`src/pkg/rfsc_pkg.sv`:
```
// Purpose: Shared constants for the synthesiser clock control block
// Assumes: 8-bit registers, one per aligned 32-bit word on AXI4-Lite
// Notes: Byte address of a register is four times its index
package rfsc_pkg;
  // Register indices
  localparam logic [5:0] IDX_GCON = 6'h00;
  localparam logic [5:0] IDX_FDEV = 6'h02;
  localparam logic [5:0] IDX_BRS = 6'h03;
  localparam logic [5:0] IDX_R1 = 6'h06;
  localparam logic [5:0] IDX_P1 = 6'h07;
  localparam logic [5:0] IDX_S1 = 6'h08;
  localparam logic [5:0] IDX_R2 = 6'h09;
  localparam logic [5:0] IDX_P2 = 6'h0a;
  localparam logic [5:0] IDX_S2 = 6'h0b;
  localparam logic [5:0] IDX_FTPRI = 6'h0e;
  localparam logic [5:0] IDX_HOST_REF_CLOCK_OUT = 6'h1b;
  localparam logic [5:0] IDX_MODCTL = 6'h20;

  // Reset values
  localparam logic [7:0] RST_GCON = 8'h20;
  localparam logic [7:0] RST_FDEV = 8'h03;
  localparam logic [7:0] RST_BRS = 8'h07;
  localparam logic [7:0] RST_R1 = 8'h77;
  localparam logic [7:0] RST_P1 = 8'h64;
  localparam logic [7:0] RST_S1 = 8'h32;
  localparam logic [7:0] RST_R2 = 8'h74;
  localparam logic [7:0] RST_P2 = 8'h62;
  localparam logic [7:0] RST_S2 = 8'h32;
  localparam logic [7:0] RST_FTPRI = 8'h01;
  localparam logic [7:0] RST_HOST_REF_CLOCK_OUT = 8'hbc;
  localparam logic [7:0] RST_MODCTL = 8'h00;

  // Field positions
  localparam int GCON_MODE_LSB = 5;
  localparam int GCON_BAND_LSB = 3;
  localparam int GCON_TRIM_LSB = 1;
  localparam int GCON_SET_BIT = 0;
  localparam int FTPRI_LOCK_BIT = 1;
  localparam int FTPRI_LPIN_BIT = 0;
  localparam int HOST_REF_CLOCK_OUT_EN_BIT = 7;
  localparam int HOST_REF_CLOCK_OUT_SEL_LSB = 2;
  localparam int MODCTL_OOK_BIT = 0;

  // Divisor scales
  localparam int BR_SCALE = 64;
  localparam int DEV_SCALE = 32;
  localparam logic [15:0] LO_P_SCALE = 16'h004b;

  typedef enum logic [2:0] {
    MODE_SLEEP = 3'b000,
    MODE_STANDBY = 3'b001,
    MODE_SYNTH = 3'b010,
    MODE_RX = 3'b011,
    MODE_TX = 3'b100
  } rfsc_mode_t;

  localparam logic [1:0] RESP_OKAY = 2'b00;
  localparam logic [1:0] RESP_SLVERR = 2'b10;
endpackage

```
`src/pkg/rfsc_rate_if.sv`:
```
// Purpose: Enable, divisor and output between control and rate logic
// Assumes: One clock domain
// Notes: tick is a pulse for rate generators, a level for clock out
`timescale 1ns/1ps
interface rfsc_rate_if #(parameter int DIV_W = 8);
  logic en;
  logic [DIV_W-1:0] div;
  logic tick;
  modport ctrl (output en, output div, input tick);
  modport gen (input en, input div, output tick);
endinterface

```
`src/rfsc_rate_gen.sv`:
```
// Purpose: One-cycle tick every SCALE*(div+1) clock cycles
// Assumes: div stable while enabled; changes take effect next period
// Notes: Counter held at zero while disabled so the first tick is prompt
`timescale 1ns/1ps
module rfsc_rate_gen #(
  parameter int SCALE = 64,
  parameter int CNT_W = 14
) (
  // Clock and reset
  input wire logic aclk,
  input wire logic aresetn,
  // Rate control
  rfsc_rate_if.gen rif
);
  logic [CNT_W-1:0] cnt;
  logic [CNT_W-1:0] period_m1;

  always_comb begin
    period_m1 = CNT_W'(SCALE) * (CNT_W'(rif.div) + CNT_W'(1))
      - CNT_W'(1);
  end

  always_ff @(posedge aclk) begin
    if (!aresetn || !rif.en) begin
      cnt <= '0;
      rif.tick <= 1'b0;
    end else if (cnt == '0) begin
      cnt <= period_m1;
      rif.tick <= 1'b1;
    end else begin
      cnt <= cnt - CNT_W'(1);
      rif.tick <= 1'b0;
    end
  end
endmodule

```
`src/rfsc_clkdiv.sv`:
```
// Purpose: Square wave at f/(2*(div+1)) for the host clock pin
// Assumes: aclk stands for the crystal reference
// Notes: Output parks low while disabled, no runt on enable
`timescale 1ns/1ps
module rfsc_clkdiv #(
  parameter int SEL_W = 5
) (
  // Clock and reset
  input wire logic aclk,
  input wire logic aresetn,
  // Divider control
  rfsc_rate_if.gen rif
);
  logic [SEL_W-1:0] cnt;

  always_ff @(posedge aclk) begin
    if (!aresetn || !rif.en) begin
      cnt <= '0;
      rif.tick <= 1'b0;
    end else if (cnt >= rif.div) begin
      cnt <= '0;
      rif.tick <= ~rif.tick;
    end else begin
      cnt <= cnt + SEL_W'(1);
    end
  end
endmodule

```
`src/rfsc_top.sv`:
```
// Purpose: Register file and digital control of synthesis and clocking
// Assumes: pll_lock_in synchronous to aclk; aclk is the crystal rate
// Notes: 8-bit registers sit in the low byte of each AXI word
`timescale 1ns/1ps
module rfsc_top
  import rfsc_pkg::*;
(
  // Clock and reset
  input wire logic aclk,
  input wire logic aresetn,
  // AXI4-Lite write address
  input wire logic [7:0] s_axi_awaddr,
  input wire logic [2:0] s_axi_awprot,
  input wire logic s_axi_awvalid,
  output logic s_axi_awready,
  // AXI4-Lite write data
  input wire logic [31:0] s_axi_wdata,
  input wire logic [3:0] s_axi_wstrb,
  input wire logic s_axi_wvalid,
  output logic s_axi_wready,
  // AXI4-Lite write response
  output logic [1:0] s_axi_bresp,
  output logic s_axi_bvalid,
  input wire logic s_axi_bready,
  // AXI4-Lite read address
  input wire logic [7:0] s_axi_araddr,
  input wire logic [2:0] s_axi_arprot,
  input wire logic s_axi_arvalid,
  output logic s_axi_arready,
  // AXI4-Lite read data
  output logic [31:0] s_axi_rdata,
  output logic [1:0] s_axi_rresp,
  output logic s_axi_rvalid,
  input wire logic s_axi_rready,
  // Synthesiser status
  input wire logic pll_lock_in,
  // Pins and synthesiser settings
  output logic host_ref_clock_out,
  output logic lock_indicator_pin,
  output logic tx_bit_clock,
  output logic dev_step_tick,
  output logic tx_mode_active,
  output logic sleep_active,
  output logic [1:0] vco_band_sel,
  output logic [1:0] vco_trim_field,
  output logic [8:0] synth_ref_div,
  output logic [15:0] synth_lo_mult,
  output logic [7:0] deviation_divisor_field,
  output logic carrier_ook_offset
);
  // Registers
  logic [7:0] general_config_register;
  logic [7:0] deviation_register;
  logic [7:0] bitrate_register;
  logic [7:0] div_r1, div_p1, div_s1;
  logic [7:0] div_r2, div_p2, div_s2;
  logic [7:0] pll_irq_config_register;
  logic [7:0] clock_output_control_register;
  logic [7:0] mod_ctl;
  logic pll_lock_sticky_flag;
  logic lock_prev;

  // Bus state
  logic aw_hold, w_hold;
  logic [5:0] aw_idx;
  logic [7:0] w_byte;
  logic w_lane0;
  logic do_write;
  logic wr_hit;
  logic [7:0] rd_byte;
  logic rd_hit;

  // Decoded fields
  logic [2:0] operating_mode_field;
  logic host_ref_clock_out_pin_enable;
  logic [4:0] host_ref_clock_out_divider_sel;
  logic lock_pin_enable;
  logic [6:0] bitrate_divisor_field;
  logic set_sel;
  logic [7:0] sel_r, sel_p, sel_s;

  assign operating_mode_field =
    general_config_register[GCON_MODE_LSB +: 3];
  assign host_ref_clock_out_pin_enable =
    clock_output_control_register[HOST_REF_CLOCK_OUT_EN_BIT];
  assign host_ref_clock_out_divider_sel =
    clock_output_control_register[HOST_REF_CLOCK_OUT_SEL_LSB +: 5];
  assign lock_pin_enable = pll_irq_config_register[FTPRI_LPIN_BIT];
  assign bitrate_divisor_field = bitrate_register[6:0];
  assign set_sel = general_config_register[GCON_SET_BIT];

  // Write channel: address and data taken in either order
  assign s_axi_awready = !aw_hold && !s_axi_bvalid;
  assign s_axi_wready = !w_hold && !s_axi_bvalid;
  assign do_write = aw_hold && w_hold && !s_axi_bvalid;

  always_ff @(posedge aclk) begin
    if (!aresetn) begin
      aw_hold <= 1'b0;
      aw_idx <= 6'h00;
    end else if (s_axi_awvalid && s_axi_awready) begin
      aw_hold <= 1'b1;
      aw_idx <= s_axi_awaddr[7:2];
    end else if (do_write) begin
      aw_hold <= 1'b0;
    end
  end

  always_ff @(posedge aclk) begin
    if (!aresetn) begin
      w_hold <= 1'b0;
      w_byte <= 8'h00;
      w_lane0 <= 1'b0;
    end else if (s_axi_wvalid && s_axi_wready) begin
      w_hold <= 1'b1;
      w_byte <= s_axi_wdata[7:0];
      w_lane0 <= s_axi_wstrb[0];
    end else if (do_write) begin
      w_hold <= 1'b0;
    end
  end

  always_comb begin
    unique case (aw_idx)
      IDX_GCON, IDX_FDEV, IDX_BRS, IDX_R1, IDX_P1, IDX_S1,
      IDX_R2, IDX_P2, IDX_S2, IDX_FTPRI, IDX_HOST_REF_CLOCK_OUT,
      IDX_MODCTL: wr_hit = 1'b1;
      default: wr_hit = 1'b0;
    endcase
  end

  always_ff @(posedge aclk) begin
    if (!aresetn) begin
      s_axi_bvalid <= 1'b0;
      s_axi_bresp <= RESP_OKAY;
    end else if (do_write) begin
      s_axi_bvalid <= 1'b1;
      s_axi_bresp <= wr_hit ? RESP_OKAY : RESP_SLVERR;
    end else if (s_axi_bready) begin
      s_axi_bvalid <= 1'b0;
    end
  end

  // Register writes; only byte lane 0 carries data
  always_ff @(posedge aclk) begin
    if (!aresetn) begin
      general_config_register <= RST_GCON;
      deviation_register <= RST_FDEV;
      bitrate_register <= RST_BRS;
      div_r1 <= RST_R1;
      div_p1 <= RST_P1;
      div_s1 <= RST_S1;
      div_r2 <= RST_R2;
      div_p2 <= RST_P2;
      div_s2 <= RST_S2;
      pll_irq_config_register <= RST_FTPRI;
      clock_output_control_register <= RST_HOST_REF_CLOCK_OUT;
      mod_ctl <= RST_MODCTL;
    end else if (do_write && w_lane0) begin
      unique case (aw_idx)
        IDX_GCON: general_config_register <= w_byte;
        IDX_FDEV: deviation_register <= w_byte;
        IDX_BRS: bitrate_register <= {1'b0, w_byte[6:0]};
        IDX_R1: div_r1 <= w_byte;
        IDX_P1: div_p1 <= w_byte;
        IDX_S1: div_s1 <= w_byte;
        IDX_R2: div_r2 <= w_byte;
        IDX_P2: div_p2 <= w_byte;
        IDX_S2: div_s2 <= w_byte;
        IDX_FTPRI: pll_irq_config_register <= w_byte;
        IDX_HOST_REF_CLOCK_OUT: clock_output_control_register <= {w_byte[7:2], 2'b00};
        IDX_MODCTL: mod_ctl <= {7'h00, w_byte[MODCTL_OOK_BIT]};
        default: ;
      endcase
    end
  end

  // Sticky lock flag: a new lock outranks a clearing write
  always_ff @(posedge aclk) begin
    if (!aresetn) begin
      lock_prev <= 1'b0;
      pll_lock_sticky_flag <= 1'b0;
    end else begin
      lock_prev <= pll_lock_in;
      if (pll_lock_in && !lock_prev)
        pll_lock_sticky_flag <= 1'b1;
      else if (do_write && w_lane0 && aw_idx == IDX_FTPRI &&
               w_byte[FTPRI_LOCK_BIT])
        pll_lock_sticky_flag <= 1'b0;
    end
  end

  // Read channel
  always_comb begin
    rd_hit = 1'b1;
    unique case (s_axi_araddr[7:2])
      IDX_GCON: rd_byte = general_config_register;
      IDX_FDEV: rd_byte = deviation_register;
      IDX_BRS: rd_byte = bitrate_register;
      IDX_R1: rd_byte = div_r1;
      IDX_P1: rd_byte = div_p1;
      IDX_S1: rd_byte = div_s1;
      IDX_R2: rd_byte = div_r2;
      IDX_P2: rd_byte = div_p2;
      IDX_S2: rd_byte = div_s2;
      IDX_FTPRI: rd_byte = {pll_irq_config_register[7:2],
                            pll_lock_sticky_flag,
                            pll_irq_config_register[0]};
      IDX_HOST_REF_CLOCK_OUT: rd_byte = clock_output_control_register;
      IDX_MODCTL: rd_byte = mod_ctl;
      default: begin
        rd_byte = 8'h00;
        rd_hit = 1'b0;
      end
    endcase
  end

  assign s_axi_arready = !s_axi_rvalid;

  always_ff @(posedge aclk) begin
    if (!aresetn) begin
      s_axi_rvalid <= 1'b0;
      s_axi_rdata <= 32'h0000_0000;
      s_axi_rresp <= RESP_OKAY;
    end else if (s_axi_arvalid && s_axi_arready) begin
      s_axi_rvalid <= 1'b1;
      s_axi_rdata <= {24'h000000, rd_byte};
      s_axi_rresp <= rd_hit ? RESP_OKAY : RESP_SLVERR;
    end else if (s_axi_rready) begin
      s_axi_rvalid <= 1'b0;
    end
  end

  // Rate and clock generators
  rfsc_rate_if #(.DIV_W(5)) ck_if ();
  rfsc_rate_if #(.DIV_W(7)) br_if ();
  rfsc_rate_if #(.DIV_W(8)) dv_if ();

  // Sleep stops the host clock whatever the enable bit says
  assign ck_if.en = host_ref_clock_out_pin_enable &&
    (operating_mode_field != MODE_SLEEP);
  assign ck_if.div = host_ref_clock_out_divider_sel;
  assign br_if.en = tx_mode_active;
  assign br_if.div = bitrate_divisor_field;
  assign dv_if.en = operating_mode_field != MODE_SLEEP;
  assign dv_if.div = deviation_register;

  rfsc_clkdiv #(.SEL_W(5)) u_clkdiv (
    .aclk(aclk),
    .aresetn(aresetn),
    .rif(ck_if)
  );

  rfsc_rate_gen #(.SCALE(BR_SCALE), .CNT_W(14)) u_bitrate (
    .aclk(aclk),
    .aresetn(aresetn),
    .rif(br_if)
  );

  rfsc_rate_gen #(.SCALE(DEV_SCALE), .CNT_W(14)) u_dev (
    .aclk(aclk),
    .aresetn(aresetn),
    .rif(dv_if)
  );

  assign host_ref_clock_out = ck_if.tick;
  assign tx_bit_clock = br_if.tick;
  assign dev_step_tick = dv_if.tick;

  // Divider set selection
  always_comb begin
    if (set_sel) begin
      sel_r = div_r2;
      sel_p = div_p2;
      sel_s = div_s2;
    end else begin
      sel_r = div_r1;
      sel_p = div_p1;
      sel_s = div_s1;
    end
  end

  // Synthesiser settings registered so switching sets is glitch free
  always_ff @(posedge aclk) begin
    if (!aresetn) begin
      synth_ref_div <= 9'h000;
      synth_lo_mult <= 16'h0000;
      tx_mode_active <= 1'b0;
      sleep_active <= 1'b0;
      carrier_ook_offset <= 1'b0;
      lock_indicator_pin <= 1'b0;
      vco_band_sel <= 2'b00;
      vco_trim_field <= 2'b00;
      deviation_divisor_field <= 8'h00;
    end else begin
      synth_ref_div <= {1'b0, sel_r} + 9'h001;
      synth_lo_mult <= LO_P_SCALE * ({8'h00, sel_p} + 16'h0001)
        + {8'h00, sel_s};
      tx_mode_active <= operating_mode_field == MODE_TX;
      sleep_active <= operating_mode_field == MODE_SLEEP;
      carrier_ook_offset <= mod_ctl[MODCTL_OOK_BIT] &&
        operating_mode_field == MODE_TX;
      lock_indicator_pin <= lock_pin_enable &&
        pll_lock_sticky_flag;
      vco_band_sel <= general_config_register[GCON_BAND_LSB +: 2];
      vco_trim_field <= general_config_register[GCON_TRIM_LSB +: 2];
      deviation_divisor_field <= deviation_register;
    end
  end
endmodule

```
`config.mk`:
```
export PLATFORM = sky130hd
export DESIGN_NAME = rfsc_top
export DESIGN_NICKNAME = d
export VERILOG_FILES = /design/src/pkg/rfsc_pkg.sv /design/src/pkg/rfsc_rate_if.sv /design/src/rfsc_rate_gen.sv /design/src/rfsc_clkdiv.sv /design/src/rfsc_top.sv
export SDC_FILE = /design/constraint.sdc
export NUM_CORES = 1
export LEC_CHECK = 0
export BUFFER_PORTS_ARGS = -buffer_cell sky130_fd_sc_hd__buf_2
export CORE_ASPECT_RATIO = 0.8
export CORE_UTILIZATION = 50
export DETAILED_ROUTE_END_ITERATION = 12
export GPL_ROUTABILITY_DRIVEN = 0
export PLACE_DENSITY = 0.71
export SYNTH_ARGS = -nofsm -noshare
export SYNTH_HDL_FRONTEND = slang
export SYNTH_SLANG_ARGS = --single-unit
```
`constraint.sdc`:
```
create_clock -name aclk -period 13.59 [get_ports aclk]
set_clock_uncertainty 0.2 [all_clocks]
set_input_delay 0.6795 -clock aclk [delete_from_list [all_inputs] [get_ports aclk]]
set_output_delay 0.6795 -clock aclk [all_outputs]
set_load 0.02 [all_outputs]
```
# After elaboration in Yosys (flattened, before gate mapping)
# Cells that the tools add are included.
[word_totals] out_inout_bits=85 regBits=196 inputBits=66
[classes] order_cmp=1 n_mux=21 reduce_logical=52 mul=1 n_eq_ne=23 bitwise_logic=1 addsub=10
[op_table] operator="$pmux W8 S12" n=1
[op_table] operator="$eq A6 B4 Y1 const B" n=10
[op_table] operator="$sub A14 B1 Y14 const B" n=4
[op_table] operator="$logic_not A14 Y1" n=2
[op_table] operator="$mux W14" n=2
[op_table] operator="$add A8 B1 Y9 const B" n=3
[op_table] operator="$eq A6 B2 Y1 const B" n=4
[op_table] operator="$eq A6 B3 Y1 const B" n=4
[op_table] operator="$mux W8" n=3
[op_table] operator="$reduce_and A2 Y1" n=12
[op_table] operator="$reduce_or A12 Y1" n=2
[op_table] operator="$add A16 B8 Y16" n=1
[op_table] operator="$mul A7 B9 Y16 const A" n=1
[op_table] operator="$logic_and A1 B1 Y1" n=14
[op_table] operator="$mux W1" n=13
[op_table] operator="$eq A6 B5 Y1 const B" n=2
[op_table] operator="$eq A6 B6 Y1 const B" n=2
[op_table] operator="$logic_not A6 Y1" n=2
[op_table] operator="$reduce_bool A2 Y1" n=5
[op_table] operator="$logic_not A1 Y1" n=9
[op_table] operator="$add A7 B1 Y8 const B" n=1
[op_table] operator="$add A5 B1 Y5 const B" n=1
[op_table] operator="$ge A5 B5 Y1" n=1
[op_table] operator="$mux W2" n=2
[op_table] operator="6 further kinds" n=8

# Logic depth before layout (Yosys ltp)
[depth] word_depth=7 ltp_mapped=20 ltp_nobuf=19

# Cells and area by module
# Synthesis repeated with hierarchy kept, for this count alone.
[hier_totals] cells_unflattened=1268 hier_area_um2=11124.4
[by_module_without_submodules] module="rfsc_top" cells_per_inst=945 n_inst=1 seq_area_each_um2=3143.0 area_each_um2=8478.1
[by_module_without_submodules] module="rfsc_rate_gen at u_dev" cells_per_inst=150 n_inst=1 seq_area_each_um2=300.3 area_each_um2=1169.9
[by_module_without_submodules] module="rfsc_rate_gen at u_bitrate" cells_per_inst=131 n_inst=1 seq_area_each_um2=300.3 area_each_um2=1121.1
[by_module_without_submodules] module="rfsc_clkdiv" cells_per_inst=42 n_inst=1 seq_area_each_um2=120.1 area_each_um2=355.3

# Worst setup path before layout
# Ideal clock, no wire load.
[synth_path] path_kind="reg-to-reg" startpoint="register general_config_register[0]" endpoint="register synth_lo_mult[13]" t_arrival_ps=4604 required_ps=13250 path_slack_ps=8646 path_buffers=1 stages_incl_launch_ff=19 path_cell_list="dfxtp_1 > buf_2 > mux2i_1 > inv_1 > ha_1 > nand2_1 > nor2_1 > xnor2_1 > ha_1 > ha_1 > fa_1 > inv_1 > fa_1 > inv_1 > ha_1 > a21o_1 > o311a_1 > mux2i_1 > o311ai_0"
[synth_via] elab_chain_len=4
[synth_rtl] item="from (decl)" line="rfsc_top.sv:52" rtl="logic [7:0] general_config_register;"
[synth_rtl] item="from (signal assigned)" line="rfsc_top.sv:161" rtl="IDX_GCON: general_config_register <= w_byte;"
[synth_rtl] item="$mux W8" line="rfsc_top.sv:272" rtl="if (set_sel) begin"
[synth_rtl] item="$add A8 B1 Y9" line="rfsc_top.sv:297" rtl="synth_lo_mult <= LO_P_SCALE * ({8'h00, sel_p} + 16'h0001)"
[synth_rtl] item="$mul A7 B9 Y16" line="rfsc_top.sv:297"
[synth_rtl] item="$add A16 B8 Y16 *" line="rfsc_top.sv:298" rtl="+ {8'h00, sel_s};"
[synth_rtl] item="to (signal assigned)" line="rfsc_top.sv:297"
[synth_rtl] item="to (decl)" line="rfsc_top.sv:47" rtl="output logic [15:0] synth_lo_mult,"
# Every way passes the cells marked *; elsewhere a longest branch is shown, timed or not.
# A chain may end at the register's enable or synchronous reset.

# Worst setup path after layout
[layout_path] startpoint="register general_config_register[0]" endpoint="register synth_lo_mult[14]"
# Same word-level chain as after synthesis.

==> flow_summary.json <==
{
  "die_y_um": 130.7,
  "critPathLaunchType": "register",
  "drtIter0Drc": 861,
  "grt_max_degree": 68,
  "fmax_mhz": 176.1,
  "first_pass_iters": 6,
  "synth_enable_flop_cells": 0,
  "grt_overflow_total": 0,
  "antennaDiodeCount": 0,
  "status": "completed",
  "post-dp-hpwl_um": 17860,
  "cts_max_level": 4,
  "cts_buffers": 17,
  "dr_wl_met2_um": 10330,
  "clkLatencyLatePin_ps": 440,
  "fin_nets": 1366,
  "cts_sinks": 193,
  "min_period_over_period_pct": 41.78,
  "drt-met1-wl_um": 12110,
  "arrival_ps": 5850,
  "wirelength_um": 25320,
  "synth-main-ff-cell": "dfxtp_1",
  "regArea_um2": 3864,
  "rsz0062_at_grt": "no",
  "cts_root_buffer": "clkbuf_16",
  "drv_slew": 0,
  "drive_gt1_share_pct": 13.77,
  "irDropWorstVdd_uv": 82.03,
  "slew_headroom_pct": 37.81,
  "ios": 151,
  "setup_viol": 0,
  "timing.setup.tns_ps": 0,
  "synthArstFlopShare_pct": 0,
  "globalRouteTotalUtil_pct": 24.85,
  "leakage_uw": 0.005097,
  "initial_core_util_pct": 51.70,
  "portBuffers": 87,
  "cts.reportedPaths.clkPinSlew_ps": 80,
  "holdWs_ps": 218.1,
  "cts_tree": "built",
  "ant_nets": 0,
  "cts_resized": 0,
  "seq_area_frac_synth_pct": 37.31,
  "end_kind": "register",
  "drc": 0,
  "hold_path_class": "in -> reg",
  "dr_wl_met3_um": 2382,
  "fillCellCount": 1843,
  "num_rows": 46,
  "criticalPathCategory": "reg -> reg",
  "die_area_um2": 21290,
  "num_vias": 8560,
  "required_ps": 13770,
  "hold_viol_final": 0,
  "grt_pass1_vias": 7670,
  "post_cts_buffers": 0,
  "fin_crit_ps": 5678,
  "clockBufferDepth": 2,
  "grt_first_pass_wirelength_um": 40880,
  "ys_ff_latch": 193,
  "syn_avg_cell_area_um2": 8.813,
  "syn_inst": 1175,
  "grt_antenna_before_repair": 0,
  "power_density_nw_per_um2": 112.2,
  "synth_cell_types": 84,
  "die_w_um": 162.9,
  "core_area_um2": 20030,
  "drv_cap": 0,
  "area_growth_pct": 10.03,
  "vias_per_cell": 5.684,
  "maxUsedRoutingLayer": "met4",
  "routedWlPerCell_um": 16.81,
  "ctsHoldBuffers": 0,
  "critPathMaxFanout": 41,
  "multiInputGateArea_um2": 5926,
  "tightest_slew_ps": 925.1,
  "yosys_warnings": 0,
  "syn_area_um2": 10350
}
Yosys cell counts, drive strengths merged, types with 27 or more instances:
cell,instances,area [um2]
dfxtp,193,3864
clkbuf,38,142.6
ha,56,700.7
xnor2,29,254.0
inv,59,221.5
nand3,56,297.8
o21ai,27,135.1
a21oi,66,330.3
mux2i,67,670.6
nand2,137,519.3
buf,47,304.0
nor2,115,446.7
registers in the layout, indices dropped and copies added (netlist names), 9 cells and up:
signal         cells
synth_lo_mult     16
synth_ref_div      9
u_bitrate.cnt     14
u_dev.cnt         14
placed cells by master (no fill, tap or decap), types with 20 or more instances in the layout:
| master | netlist | final |
|---|---|---|
| xnor2_1 | 29 | 29 |
| xor2_1 | 26 | 26 |
| mux2i_1 | 67 | 67 |
| a21oi_1 | 66 | 66 |
| nor3_1 | 20 | 20 |
| and2_1 | 23 | 23 |
| nand2_1 | 135 | 135 |
| dfxtp_1 | 193 | 193 |
| nor2_1 | 111 | 111 |
| o21ai_0 | 26 | 26 |
| nand3_1 | 54 | 54 |
| buf_2 | 15 | 87 |
| inv_1 | 59 | 58 |
| ha_1 | 56 | 56 |
| conb_1 | 1 | 27 |
power breakdown:
part	switching (uW)	internal (uW)
clock network	247	244
registers	35.5	590
logic	95.1	67.4
metal layers:
layer / vias up / track usage, %
met4: 0 / 7.642
met3: 46 / 4.735
met5: - / 0
li1: 4147 / -
met2: 392 / 36.30
met1: 3975 / 36.74
per-stage QoR:
step / setup WS, ps / instance area, um2 / cells / total power, uW / utilization (%)
floorplan: 8646 / 10450 / 1201 / 765.8 / -
global placement: 8084 / 10830 / 1474 / 795.2 / 54.07
detailed placement: 7973 / 10830 / 1474 / 799.5 / 54.07
CTS: 7959 / 11390 / 1506 / 1283 / 56.88
global route: 7540 / 11390 / 1506 / 1331 / 56.88
finish: 7912 / 11390 / 1506 / 1279 / 56.88
kinds of logic after synthesis:
logic type      synth area share [%]
xor+xnor                       4.652
simple gates                   21.60
fa+ha+maj                      9.667
compound gates                 12.71
flops                          37.31
other cells                  0.03621
buf+inv                        6.452
mux                            7.564
critical path: stages (launching register included):
cell      delay, ps
dfxtp_1         380
buf_4           460
mux2i_1         410
inv_1            80
ha_1            230
nand2_1         160
nor2_1           90
xnor2_1         500
ha_1            340
ha_1            270
inv_1            50
fa_1            500
fa_1            540
inv_1            40
ha_1            230
o31ai_1         490
nand2b_1        150
a31oi_1         280
mux2i_1         210
path summary, 6_finish.rpt:
kind / from / endpoint / slack [ps] / cells after the start
worst min-delay path: s_axi_rready / s_axi_rvalid / 220 / 2
worst max-delay path: general_config_register[0] / synth_lo_mult[14] / 7910 / 18
worst max register to register: general_config_register[0] / synth_lo_mult[14] / 7910 / 18
worst min register to register: s_axi_rdata[2] / s_axi_rdata[2] / 250 / 2
layout make-up:
class / instances / area share [%]
multi-input cells: 864 / 52.01
inverters: 59 / 1.944
repair buffers: 94 / 4.283
flip-flops and latches: 193 / 33.91
clock inverters: 15 / 1.219
clock buffers: 17 / 3.734
well taps: 264 / 2.899
Power figures use the tool's default switching activity.
